[config.mk]
export PLATFORM = sky130hd
export DESIGN_NAME = xict_timer
export DESIGN_NICKNAME = d
export VERILOG_FILES = /design/src/xict_counter.v /design/src/xict_timer.v
export VERILOG_INCLUDE_DIRS = /design/src
export SDC_FILE = /design/constraint.sdc
export NUM_CORES = 1
export LEC_CHECK = 0
export ABC_AREA = 0
export BUFFER_PORTS_ARGS = -buffer_cell sky130_fd_sc_hd__clkbuf_2
export CORE_MARGIN = 2
export CORE_UTILIZATION = 30
export DETAILED_ROUTE_END_ITERATION = 16
export HOLD_SLACK_MARGIN = 0.1
export PLACE_DENSITY = 0.45
export SLEW_MARGIN = 20
export SYNTH_ARGS = -nofsm -noshare
export SYNTH_HDL_FRONTEND = slang
export SYNTH_SLANG_ARGS = --single-unit
[constraint.sdc]
create_clock -name clk -period 5.7 [get_ports clk]
set_input_delay 1.14 -clock clk [delete_from_list [all_inputs] [get_ports clk]]
set_output_delay 1.14 -clock clk [all_outputs]
set_load 0.1 [all_outputs]
[src/xict_map.vh]
// Purpose: timing constants and operation codes for the instruction cycle timer
// Assumes: counts are processor clocks, zero wait states, next instruction prefetched
// Notes: narrow-bus word memory transfers add the word penalty per transfer, only for opcodes that set pen_ok
`ifndef XICT_MAP_VH
`define XICT_MAP_VH

`define XICT_OPW 6
`define XICT_CW 10
// Operation codes
`define XICT_OP_DIV 6'h00
`define XICT_OP_IDIV 6'h01
`define XICT_OP_MUL 6'h02
`define XICT_OP_IMUL 6'h03
`define XICT_OP_IMUL_IMM 6'h04
`define XICT_OP_JCC 6'h05
`define XICT_OP_LOOP 6'h06
`define XICT_OP_JMP_DIR 6'h07
`define XICT_OP_JMP_FAR_IND 6'h08
`define XICT_OP_JMP_NEAR_IND 6'h09
`define XICT_OP_INT_TYPE 6'h0a
`define XICT_OP_INT_BRK 6'h0b
`define XICT_OP_IRET 6'h0c
`define XICT_OP_INTO 6'h0d
`define XICT_OP_ENTER 6'h0e
`define XICT_OP_IN_FIX 6'h0f
`define XICT_OP_IN_VAR 6'h10
`define XICT_OP_OUT_FIX 6'h11
`define XICT_OP_OUT_VAR 6'h12
`define XICT_OP_PUSH_REG 6'h13
`define XICT_OP_PUSH_SEG 6'h14
`define XICT_OP_PUSHA 6'h15
`define XICT_OP_RET_NEAR 6'h16
`define XICT_OP_RET_FAR 6'h17
`define XICT_OP_ROT1 6'h18
`define XICT_OP_ROTN 6'h19
`define XICT_OP_MOV_IMM 6'h1a
`define XICT_OP_MOV_A2M 6'h1b
`define XICT_OP_MOV_M2A 6'h1c
`define XICT_OP_INC_REG 6'h1d
`define XICT_OP_DEC_MEM 6'h1e
`define XICT_OP_INC_MEM 6'h1f
`define XICT_OP_OR_ACC 6'h20
`define XICT_OP_OR_IMM 6'h21
`define XICT_OP_OR_RM 6'h22

// Base cycle counts
`define XICT_WORD_PEN 10'h004
`define XICT_DIV_RB 10'h01d
`define XICT_DIV_RW 10'h026
`define XICT_DIV_MB 10'h023
`define XICT_DIV_MW 10'h02c
`define XICT_IDIV_RB 10'h02c
`define XICT_IDIV_RW 10'h035
`define XICT_IDIV_MB 10'h032
`define XICT_IDIV_MW 10'h03b
`define XICT_MUL_RB 10'h01a
`define XICT_MUL_RW 10'h023
`define XICT_MUL_MB 10'h020
`define XICT_MUL_MW 10'h029
`define XICT_IMUL_RB 10'h019
`define XICT_IMUL_RW 10'h022
`define XICT_IMUL_MB 10'h01f
`define XICT_IMUL_MW 10'h028
`define XICT_IMUL_IR 10'h016
`define XICT_IMUL_IM 10'h01d
`define XICT_SPREAD_IDIV 10'h008
`define XICT_SPREAD_MUL 10'h002
`define XICT_SPREAD_IMUL 10'h003
`define XICT_JCC_NT 10'h004
`define XICT_JCC_T 10'h00d
`define XICT_LOOP_NT 10'h006
`define XICT_LOOP_T 10'h010
`define XICT_JMP_DIR 10'h00e
`define XICT_JMP_FAR_W 10'h01a
`define XICT_JMP_FAR_N 10'h022
`define XICT_JMP_IND_R 10'h00b
`define XICT_JMP_IND_MW 10'h011
`define XICT_JMP_IND_MN 10'h015
`define XICT_INT_TYPE 10'h02f
`define XICT_INT_BRK 10'h02d
`define XICT_IRET 10'h01c
`define XICT_INTO_T 10'h030
`define XICT_INTO_NT 10'h004
`define XICT_ENTER0_W 10'h00f
`define XICT_ENTER0_N 10'h013
`define XICT_ENTER1_W 10'h019
`define XICT_ENTER1_N 10'h01d
`define XICT_ENTERN_BASE 10'h016
`define XICT_ENTERN_STEP 10'h010
`define XICT_IN_FIX 10'h00a
`define XICT_IN_VAR 10'h008
`define XICT_OUT_FIX 10'h009
`define XICT_OUT_VAR 10'h007
`define XICT_PUSH_REG_W 10'h00a
`define XICT_PUSH_REG_N 10'h00e
`define XICT_PUSH_SEG_W 10'h009
`define XICT_PUSH_SEG_N 10'h00d
`define XICT_PUSHA_W 10'h024
`define XICT_PUSHA_N 10'h044
`define XICT_RET_NEAR_W 10'h010
`define XICT_RET_NEAR_N 10'h014
`define XICT_RET_ADJ_NEAR 10'h002
`define XICT_RET_FAR_W 10'h016
`define XICT_RET_FAR_N 10'h01e
`define XICT_RET_ADJ_FAR 10'h003
`define XICT_ROT1_R 10'h002
`define XICT_ROT1_M 10'h00f
`define XICT_ROTN_R 10'h005
`define XICT_ROTN_M 10'h011
`define XICT_MOV_IMM_B 10'h003
`define XICT_MOV_IMM_W 10'h004
`define XICT_MOV_A2M 10'h009
`define XICT_MOV_M2A 10'h008
`define XICT_INC_REG 10'h003
`define XICT_DEC_MEM_W 10'h00e
`define XICT_DEC_MEM_N 10'h00f
`define XICT_INC_MEM 10'h00f
`define XICT_OR_ACC_B 10'h003
`define XICT_OR_ACC_W 10'h004
`define XICT_OR_IMM_R 10'h004
`define XICT_OR_IMM_M 10'h010
`define XICT_OR_RM_R 10'h003
`define XICT_OR_RM_M 10'h00a
`define XICT_DEFAULT 10'h002
`define XICT_ONE 10'h001

`endif

[src/xict_counter.v]
// Purpose: down counter that holds the busy window of one instruction
// Assumes: load is only asserted while idle
// Notes: wait states extend the window one cycle each
`timescale 1ns/1ps
`default_nettype none
`include "xict_map.vh"

module xict_counter (
	// Clock and reset
	input wire clk,
	input wire srst,
	// Control
	input wire load,
	input wire [`XICT_CW-1:0] load_val,
	input wire wait_state,
	// State
	output reg [`XICT_CW-1:0] count
);

	always @(posedge clk) begin
		if (srst) begin
			count <= {`XICT_CW{1'b0}};
		end else if (load) begin
			count <= load_val;
		// Stall freezes the count
		end else if (count != {`XICT_CW{1'b0}} && !wait_state) begin
			count <= count - `XICT_ONE;
		end
	end

endmodule
`default_nettype wire

[src/xict_timer.v]
// Purpose: instruction cycle timer, holds each instruction busy for its clock count
// Assumes: one issue at a time; operands decoded outside into the fields below
// Notes: ranged counts pick min plus a caller-supplied data-dependent extra, clamped
//
// Operation
// [RL1] Narrow bus word operations add four cycles per memory transfer; the code adds them only where pen_ok is set.
// [RL2] Unsigned divide: 29, 38, 35, 44 cycles by operand kind.
// [RL3] Signed divide: 44-52, 53-61, 50-58, 59-67 cycles.
// [RL4] Unsigned multiply: 26-28, 35-37, 32-34, 41-43 cycles.
// [RL5] Signed multiply: 25-28, 34-37, 31-34, 40-43; immediate 22-25 or 29-32.
// [RL6] Conditional jumps: 4 not taken, 13 taken, both buses.
// [RL7] Loops: 6 on exit, 16 when branching back.
// [RL8] Direct jumps 14; far indirect jump 26 wide, 34 narrow.
// [RL9] Near indirect jump: 11 via register; memory 17 wide, 21 narrow.
// [RL10] Typed interrupt 47, breakpoint 45, interrupt return 28.
// [RL11] Overflow interrupt: 48 when taken, 4 when not.
// [RL12] Frame entry: 15/19 level 0, 25/29 level 1, 22+16(n-1) above.
// [RL13] Port input: 10 immediate port, 8 data-register port.
// [RL14] Port output: 9 immediate port, 7 data-register port.
// [RL15] Push register 10/14, segment or flags 9/13, push all 36/68.
// [RL16] Near return 16/20, 18/22 adjusted; far return 22/30, 25/33 adjusted.
// [RL17] Rotate by one 2 or 15; by count 5+n or 17+n.
// [RL18] Immediate to register: 3 byte, 4 word.
// [RL19] Accumulator store direct 9, load direct 8.
// [RL20] Register inc/dec 3; memory decrement 14/15, increment 15.
// [RL21] OR immediate to accumulator 3/4; to r/m 4/16; r/m forms 3/10.
// [RL22] Counts assume zero waits; each wait state lengthens the instruction.
`timescale 1ns/1ps
`default_nettype none
`include "xict_map.vh"

module xict_timer (
	// Clock and reset
	input wire clk,
	input wire srst,
	// Bus variant strap, high for the narrow bus
	input wire narrow_bus,
	// Issue
	input wire issue,
	input wire [`XICT_OPW-1:0] opcode,
	input wire is_word,
	input wire is_mem,
	input wire cond_taken,
	input wire stack_adjust,
	input wire [4:0] shift_count,
	input wire [4:0] enter_level,
	input wire [3:0] extra,
	input wire [2:0] mem_xfers,
	// Bus wait state
	input wire wait_state,
	// Status
	output reg busy,
	output reg done,
	output reg [`XICT_CW-1:0] cycles_last
);

	localparam ST_IDLE = 2'b01;
	localparam ST_RUN = 2'b10;

	reg [1:0] state;
	reg [1:0] next_state;
	reg [`XICT_CW-1:0] base;
	reg [`XICT_CW-1:0] spread;
	reg pen_ok;
	reg [`XICT_CW-1:0] total;
	reg [`XICT_CW-1:0] elapsed;
	wire [`XICT_CW-1:0] count;
	wire load;
	wire last_cycle;

	// Pick wide or narrow figure
	function [`XICT_CW-1:0] bus_pick;
		input nb;
		input [`XICT_CW-1:0] w;
		input [`XICT_CW-1:0] n;
		begin
			bus_pick = nb ? n : w;
		end
	endfunction

	// Pick among the four operand kinds
	function [`XICT_CW-1:0] kind_pick;
		input mem;
		input word;
		input [`XICT_CW-1:0] rb;
		input [`XICT_CW-1:0] rw;
		input [`XICT_CW-1:0] mb;
		input [`XICT_CW-1:0] mw;
		begin
			case ({mem, word})
				2'b00: kind_pick = rb;
				2'b01: kind_pick = rw;
				2'b10: kind_pick = mb;
				default: kind_pick = mw;
			endcase
		end
	endfunction

	// A bad extra hint must not push a ranged count past its maximum
	function [`XICT_CW-1:0] clamp_extra;
		input [3:0] ex;
		input [`XICT_CW-1:0] lim;
		begin
			if ({6'h00, ex} > lim) begin
				clamp_extra = lim;
			end else begin
				clamp_extra = {6'h00, ex};
			end
		end
	endfunction

	// Narrow-bus word penalty, one step per memory transfer
	function [`XICT_CW-1:0] word_pen;
		input nb;
		input word;
		input ok;
		input [2:0] xfers;
		begin
			if (nb && word && ok) begin
				word_pen = `XICT_WORD_PEN * {7'h00, xfers};
			end else begin
				word_pen = {`XICT_CW{1'b0}};
			end
		end
	endfunction

	always @* begin
		base = `XICT_DEFAULT;
		spread = {`XICT_CW{1'b0}};
		pen_ok = 1'b0;
		case (opcode)
			// [RL2] unsigned divide
			`XICT_OP_DIV: begin
				base = kind_pick(is_mem, is_word, `XICT_DIV_RB, `XICT_DIV_RW, `XICT_DIV_MB, `XICT_DIV_MW);
				// Memory word forms move words over the bus too
				pen_ok = is_mem;
			end
			// [RL3] signed divide range
			`XICT_OP_IDIV: begin
				base = kind_pick(is_mem, is_word, `XICT_IDIV_RB, `XICT_IDIV_RW, `XICT_IDIV_MB, `XICT_IDIV_MW);
				pen_ok = is_mem;
				spread = `XICT_SPREAD_IDIV;
			end
			// [RL4] unsigned multiply range
			`XICT_OP_MUL: begin
				base = kind_pick(is_mem, is_word, `XICT_MUL_RB, `XICT_MUL_RW, `XICT_MUL_MB, `XICT_MUL_MW);
				pen_ok = is_mem;
				spread = `XICT_SPREAD_MUL;
			end
			// [RL5] signed multiply range
			`XICT_OP_IMUL: begin
				base = kind_pick(is_mem, is_word, `XICT_IMUL_RB, `XICT_IMUL_RW, `XICT_IMUL_MB, `XICT_IMUL_MW);
				pen_ok = is_mem;
				spread = `XICT_SPREAD_IMUL;
			end
			// [RL5] immediate form
			`XICT_OP_IMUL_IMM: begin
				base = is_mem ? `XICT_IMUL_IM : `XICT_IMUL_IR;
				spread = `XICT_SPREAD_IMUL;
			end
			// [RL6] conditional jump
			`XICT_OP_JCC: begin
				base = cond_taken ? `XICT_JCC_T : `XICT_JCC_NT;
			end
			// [RL7] loop exit or repeat
			`XICT_OP_LOOP: begin
				base = cond_taken ? `XICT_LOOP_T : `XICT_LOOP_NT;
			end
			// [RL8] direct jump and far indirect jump
			`XICT_OP_JMP_DIR: begin
				base = `XICT_JMP_DIR;
			end
			`XICT_OP_JMP_FAR_IND: begin
				base = bus_pick(narrow_bus, `XICT_JMP_FAR_W, `XICT_JMP_FAR_N);
			end
			// [RL9] near indirect jump
			`XICT_OP_JMP_NEAR_IND: begin
				base = is_mem ? bus_pick(narrow_bus, `XICT_JMP_IND_MW, `XICT_JMP_IND_MN) : `XICT_JMP_IND_R;
			end
			// [RL10] interrupts and return
			`XICT_OP_INT_TYPE: begin
				base = `XICT_INT_TYPE;
			end
			`XICT_OP_INT_BRK: begin
				base = `XICT_INT_BRK;
			end
			`XICT_OP_IRET: begin
				base = `XICT_IRET;
			end
			// [RL11] overflow trap
			`XICT_OP_INTO: begin
				base = cond_taken ? `XICT_INTO_T : `XICT_INTO_NT;
			end
			// [RL12] frame by nesting level
			`XICT_OP_ENTER: begin
				if (enter_level == 5'h00) begin
					base = bus_pick(narrow_bus, `XICT_ENTER0_W, `XICT_ENTER0_N);
				end else if (enter_level == 5'h01) begin
					base = bus_pick(narrow_bus, `XICT_ENTER1_W, `XICT_ENTER1_N);
				end else begin
					base = `XICT_ENTERN_BASE + `XICT_ENTERN_STEP * ({5'h00, enter_level} - `XICT_ONE);
				end
			end
			// [RL13] port input
			`XICT_OP_IN_FIX: begin
				base = `XICT_IN_FIX;
				pen_ok = 1'b1;
			end
			`XICT_OP_IN_VAR: begin
				base = `XICT_IN_VAR;
				pen_ok = 1'b1;
			end
			// [RL14] port output
			`XICT_OP_OUT_FIX: begin
				base = `XICT_OUT_FIX;
				pen_ok = 1'b1;
			end
			`XICT_OP_OUT_VAR: begin
				base = `XICT_OUT_VAR;
				pen_ok = 1'b1;
			end
			// [RL15] pushes
			`XICT_OP_PUSH_REG: begin
				base = bus_pick(narrow_bus, `XICT_PUSH_REG_W, `XICT_PUSH_REG_N);
			end
			`XICT_OP_PUSH_SEG: begin
				base = bus_pick(narrow_bus, `XICT_PUSH_SEG_W, `XICT_PUSH_SEG_N);
			end
			`XICT_OP_PUSHA: begin
				base = bus_pick(narrow_bus, `XICT_PUSHA_W, `XICT_PUSHA_N);
			end
			// [RL16] returns
			`XICT_OP_RET_NEAR: begin
				base = bus_pick(narrow_bus, `XICT_RET_NEAR_W, `XICT_RET_NEAR_N)
					+ (stack_adjust ? `XICT_RET_ADJ_NEAR : {`XICT_CW{1'b0}});
			end
			`XICT_OP_RET_FAR: begin
				base = bus_pick(narrow_bus, `XICT_RET_FAR_W, `XICT_RET_FAR_N)
					+ (stack_adjust ? `XICT_RET_ADJ_FAR : {`XICT_CW{1'b0}});
			end
			// [RL17] rotates
			`XICT_OP_ROT1: begin
				base = is_mem ? `XICT_ROT1_M : `XICT_ROT1_R;
			end
			`XICT_OP_ROTN: begin
				base = (is_mem ? `XICT_ROTN_M : `XICT_ROTN_R) + {5'h00, shift_count};
			end
			// [RL18] immediate to register
			`XICT_OP_MOV_IMM: begin
				base = is_word ? `XICT_MOV_IMM_W : `XICT_MOV_IMM_B;
			end
			// [RL19] accumulator moves
			`XICT_OP_MOV_A2M: begin
				base = `XICT_MOV_A2M;
				pen_ok = 1'b1;
			end
			`XICT_OP_MOV_M2A: begin
				base = `XICT_MOV_M2A;
				pen_ok = 1'b1;
			end
			// [RL20] increment and decrement
			`XICT_OP_INC_REG: begin
				base = `XICT_INC_REG;
			end
			`XICT_OP_DEC_MEM: begin
				base = bus_pick(narrow_bus, `XICT_DEC_MEM_W, `XICT_DEC_MEM_N);
				pen_ok = 1'b1;
			end
			`XICT_OP_INC_MEM: begin
				base = `XICT_INC_MEM;
				pen_ok = 1'b1;
			end
			// [RL21] logical OR forms
			`XICT_OP_OR_ACC: begin
				base = is_word ? `XICT_OR_ACC_W : `XICT_OR_ACC_B;
				pen_ok = 1'b1;
			end
			`XICT_OP_OR_IMM: begin
				base = is_mem ? `XICT_OR_IMM_M : `XICT_OR_IMM_R;
				pen_ok = 1'b1;
			end
			`XICT_OP_OR_RM: begin
				base = is_mem ? `XICT_OR_RM_M : `XICT_OR_RM_R;
				pen_ok = 1'b1;
			end
			default: begin
				base = `XICT_DEFAULT;
			end
		endcase
	end

	always @* begin
		// [RL1] narrow word penalty
		total = base + clamp_extra(extra, spread) + word_pen(narrow_bus, is_word, pen_ok, mem_xfers);
	end

	// A request during a run is dropped with no indication
	assign load = (state == ST_IDLE) && issue;

	// Last counted cycle of a run
	assign last_cycle = (state == ST_RUN) && (next_state == ST_IDLE);

	// Counter holds total minus one, so busy covers exactly total cycles

	// [RL22] wait states stretch
	xict_counter u_count (
		.clk(clk),
		.srst(srst),
		.load(load),
		.load_val(total - `XICT_ONE),
		.wait_state(wait_state),
		.count(count)
	);

	always @* begin
		case (state)
			ST_IDLE: next_state = issue ? ST_RUN : ST_IDLE;
			ST_RUN: next_state = (count == {`XICT_CW{1'b0}} && !wait_state) ? ST_IDLE : ST_RUN;
			default: next_state = ST_IDLE;
		endcase
	end

	// Busy spans exactly the counted cycles plus stalls; done pulses in the cycle after the last one
	always @(posedge clk) begin
		if (srst) begin
			state <= ST_IDLE;
			busy <= 1'b0;
			done <= 1'b0;
			elapsed <= {`XICT_CW{1'b0}};
			cycles_last <= {`XICT_CW{1'b0}};
		end else begin
			state <= next_state;
			busy <= (next_state == ST_RUN);
			done <= last_cycle;
			if (load) begin
				elapsed <= `XICT_ONE;
			end else if (state == ST_RUN) begin
				elapsed <= elapsed + `XICT_ONE;
			end
			if (last_cycle) begin
				cycles_last <= elapsed;
			end
		end
	end

endmodule
`default_nettype wire

==> flow_summary.json <==
{
  "outcome": "completed",
  "slew_violations": 0,
  "die_h_um": 114.8,
  "syn_inst": 498,
  "synth-seq-area-share": 0.1850,
  "nets": 620,
  "drtIter0Drc": 239,
  "io_pins": 44,
  "core-area_um2": 12010,
  "arrival_ns": 5.48,
  "hp-class": "register to register",
  "final_common_cell": "nor2_1",
  "max-cap-violations": 0,
  "fmax_ghz": 0.1880,
  "powerDensity_nw_per_um2": 218.6,
  "finalCriticalPeriod_ns": 5.319,
  "period_share": 0.9331,
  "via_per_inst": 5.563,
  "clk_pin_slew_ns": 0.05,
  "multi_input_area_um2": 2793,
  "synth_ff_type": "dfxtp_1",
  "final_util": 0.3574,
  "worst_pin_slew_ns": 0.6707,
  "finalPower_uw": 938.6,
  "drive_above_1_share": 0.1557,
  "wl_per_cell_um": 15.96,
  "end_kind": "register",
  "grtUsageTotal": 0.1687,
  "synth_edf_count": 0,
  "insertion_delay_ns": 0.27,
  "syn2layout_area_growth_pct": 16.66,
  "synth_area_leaders": "dfxtp_1 18%, ha_1 13%, nor2_1 6.4%, nand2_1 4.6%, mux2i_1 4.1%",
  "regArea_um2": 680.7,
  "peakVddDrop_uv": 141.2,
  "setup_viol": 0,
  "critPathLaunchType": "input port",
  "std_cell_rows": 40,
  "clock_sinks": 34,
  "yosys_warnings": 0,
  "cts_tree": "done",
  "place_hpwl_um": 8635,
  "fp.dieW_um": 114.8,
  "cts_setup_buffers": 0,
  "crit_path_max_fanout": 4,
  "drt_wl_total_um": 11060,
  "tns_ns": 0,
  "antenna_found_initial": 0,
  "cts_buffers": 5,
  "num_vias": 3855,
  "grt_max_degree": 29,
  "portBuffers": 43,
  "drc": 0,
  "layout_common_cells": "63 x nor2_1, 45 x nand2_1, 43 x clkbuf_2, 39 x ha_1, 34 x dfxtp_1",
  "cts-root-buf": "clkbuf_16",
  "grt_pass1_wl_um": 17880,
  "ant_nets": 0,
  "syn_nets": 572,
  "synthDistinctLibCells": 66,
  "grt_pass1_vias": 3552,
  "async_reset_ff_frac": 0,
  "rsz0062_at_grt": "no",
  "synth_area_um2": 3680,
  "gr-total-overflow": 0,
  "final_hold_viol_count": 0,
  "initial_core_util": 0.3064,
  "holdBufCountCts": 0,
  "fillers": 1334,
  "htreeDepth": 2,
  "syn_avg_cell_area_um2": 7.389,
  "timing.slew.headroom": 0.5413,
  "skew_ns": 0.003429,
  "yosysTopAreaCellShare": 0.1850,
  "dr.pass1.iters": 5,
  "ys_ff_latch": 34,
  "criticalPathCategory": "input port to register",
  "antenna_cells": 0,
  "post_cts_resized": 0,
  "dieArea_um2": 13170,
  "p_leak_nw": 1.761,
  "clockBufferDepth": 2,
  "crit_required_ns": 5.86,
  "gp_congestion": 0.9646,
  "synth.largest_area_cell": "dfxtp_1"
}
## kinds of logic (layout without fill, tap and decap cells)
group,count (synthesis),after routing,share of synthesized area
compound gates,119,119,0.2200
xor+xnor,25,25,0.05950
mux,16,16,0.04386
fa+ha+maj,42,42,0.1489
simple gates,207,207,0.2832
buf+inv,55,103,0.05950
flops,34,34,0.1850
## report_power, final
part           internal [mW]  leakage (nW)  switching (mW)  total, mW
registers              0.264         0.277          0.0267      0.291
logic                  0.164          1.41           0.230      0.393
clock network          0.158        0.0694          0.0967      0.254
## cell usage after synthesis (5+ instances only)
master and instances:
nor2_1 63, nand2_1 45, ha_1 39, dfxtp_1 34
inv_1 30, a21oi_1 22, nor3_1 21, o21ai_0 21
mux2i_1 15, clkbuf_1 14, nand2b_1 13, xor2_1 13
xnor2_1 12, nand3_1 10, o22ai_1 10, a31oi_1 9
buf_2 9, nor2b_1 8, nand4_1 7, a211oi_1 6
nor4_1 6, or3_1 6, and2_1 5
## flip-flops by register name (all words and copies together) (netlist names)
register and cells:
state 2, busy 1, u_count.count 10, elapsed 10
cycles_last 10, done 1
## stage by stage
stage	worst slack [ns]	instance area [um2]	hold slack, ns	cells
2_1_floorplan	0.07017	3690	0.4662	498
3_3_place_gp	0.2058	4155	0.4760	686
3_5_place_dp	0.06095	4155	0.4837	686
4_1_cts	0.3432	4290	0.4966	693
5_1_grt	0.01877	4293	0.5157	693
6_report	0.3811	4293	0.4891	693
## area by class of cell
class                           count  share of cell area
Sequential cell                    34              0.1586
Timing Repair Buffer               66             0.09035
Tap cell                          147             0.04284
Clock inverter                      2            0.002332
Multi-Input combinational cell    409              0.6505
Inverter                           30             0.02623
Clock buffer                        5             0.02915
## worst paths after layout
path / start / to / slack, ns / depth (start not counted)
worst min register to register: cycles_last[1]$_SDFFE_PP0P_ / cycles_last[1]$_SDFFE_PP0P_ / 0.49 / 2
worst max register to register: state[1]$_SDFF_PP0_ / cycles_last[2]$_SDFFE_PP0P_ / 3.51 / 7
worst max-delay path: opcode[3] / u_count.count[9]$_SDFFE_PP0P_ / 0.38 / 20
worst min-delay path: cycles_last[1]$_SDFFE_PP0P_ / cycles_last[1]$_SDFFE_PP0P_ / 0.49 / 2
## critical path, stage by stage
cell,delay (ns)
clkbuf_2,0.12
nor4_2,0.32
nand2_1,0.14
o21a_1,0.15
ha_1,0.29
nor2b_1,0.14
o31a_1,0.25
o21ai_2,0.15
nor2_1,0.06
a21oi_1,0.17
ha_1,0.28
fa_1,0.60
inv_1,0.06
ha_1,0.27
a21oi_1,0.08
o211ai_1,0.27
o41ai_1,0.12
or4b_2,0.68
o2111ai_1,0.11
nor2_1,0.07
## layer usage
metal | track usage | up-vias | share of wire
li1 | - | 1913 | -
met1 | 0.2440 | 1783 | 0.48
met2 | 0.2600 | 140 | 0.44
met3 | 0.02530 | 19 | 0.058
met4 | 0.04980 | 0 | 0.022
met5 | 0 | - | 0
No activity file was read; power rests on OpenSTA's default activity.
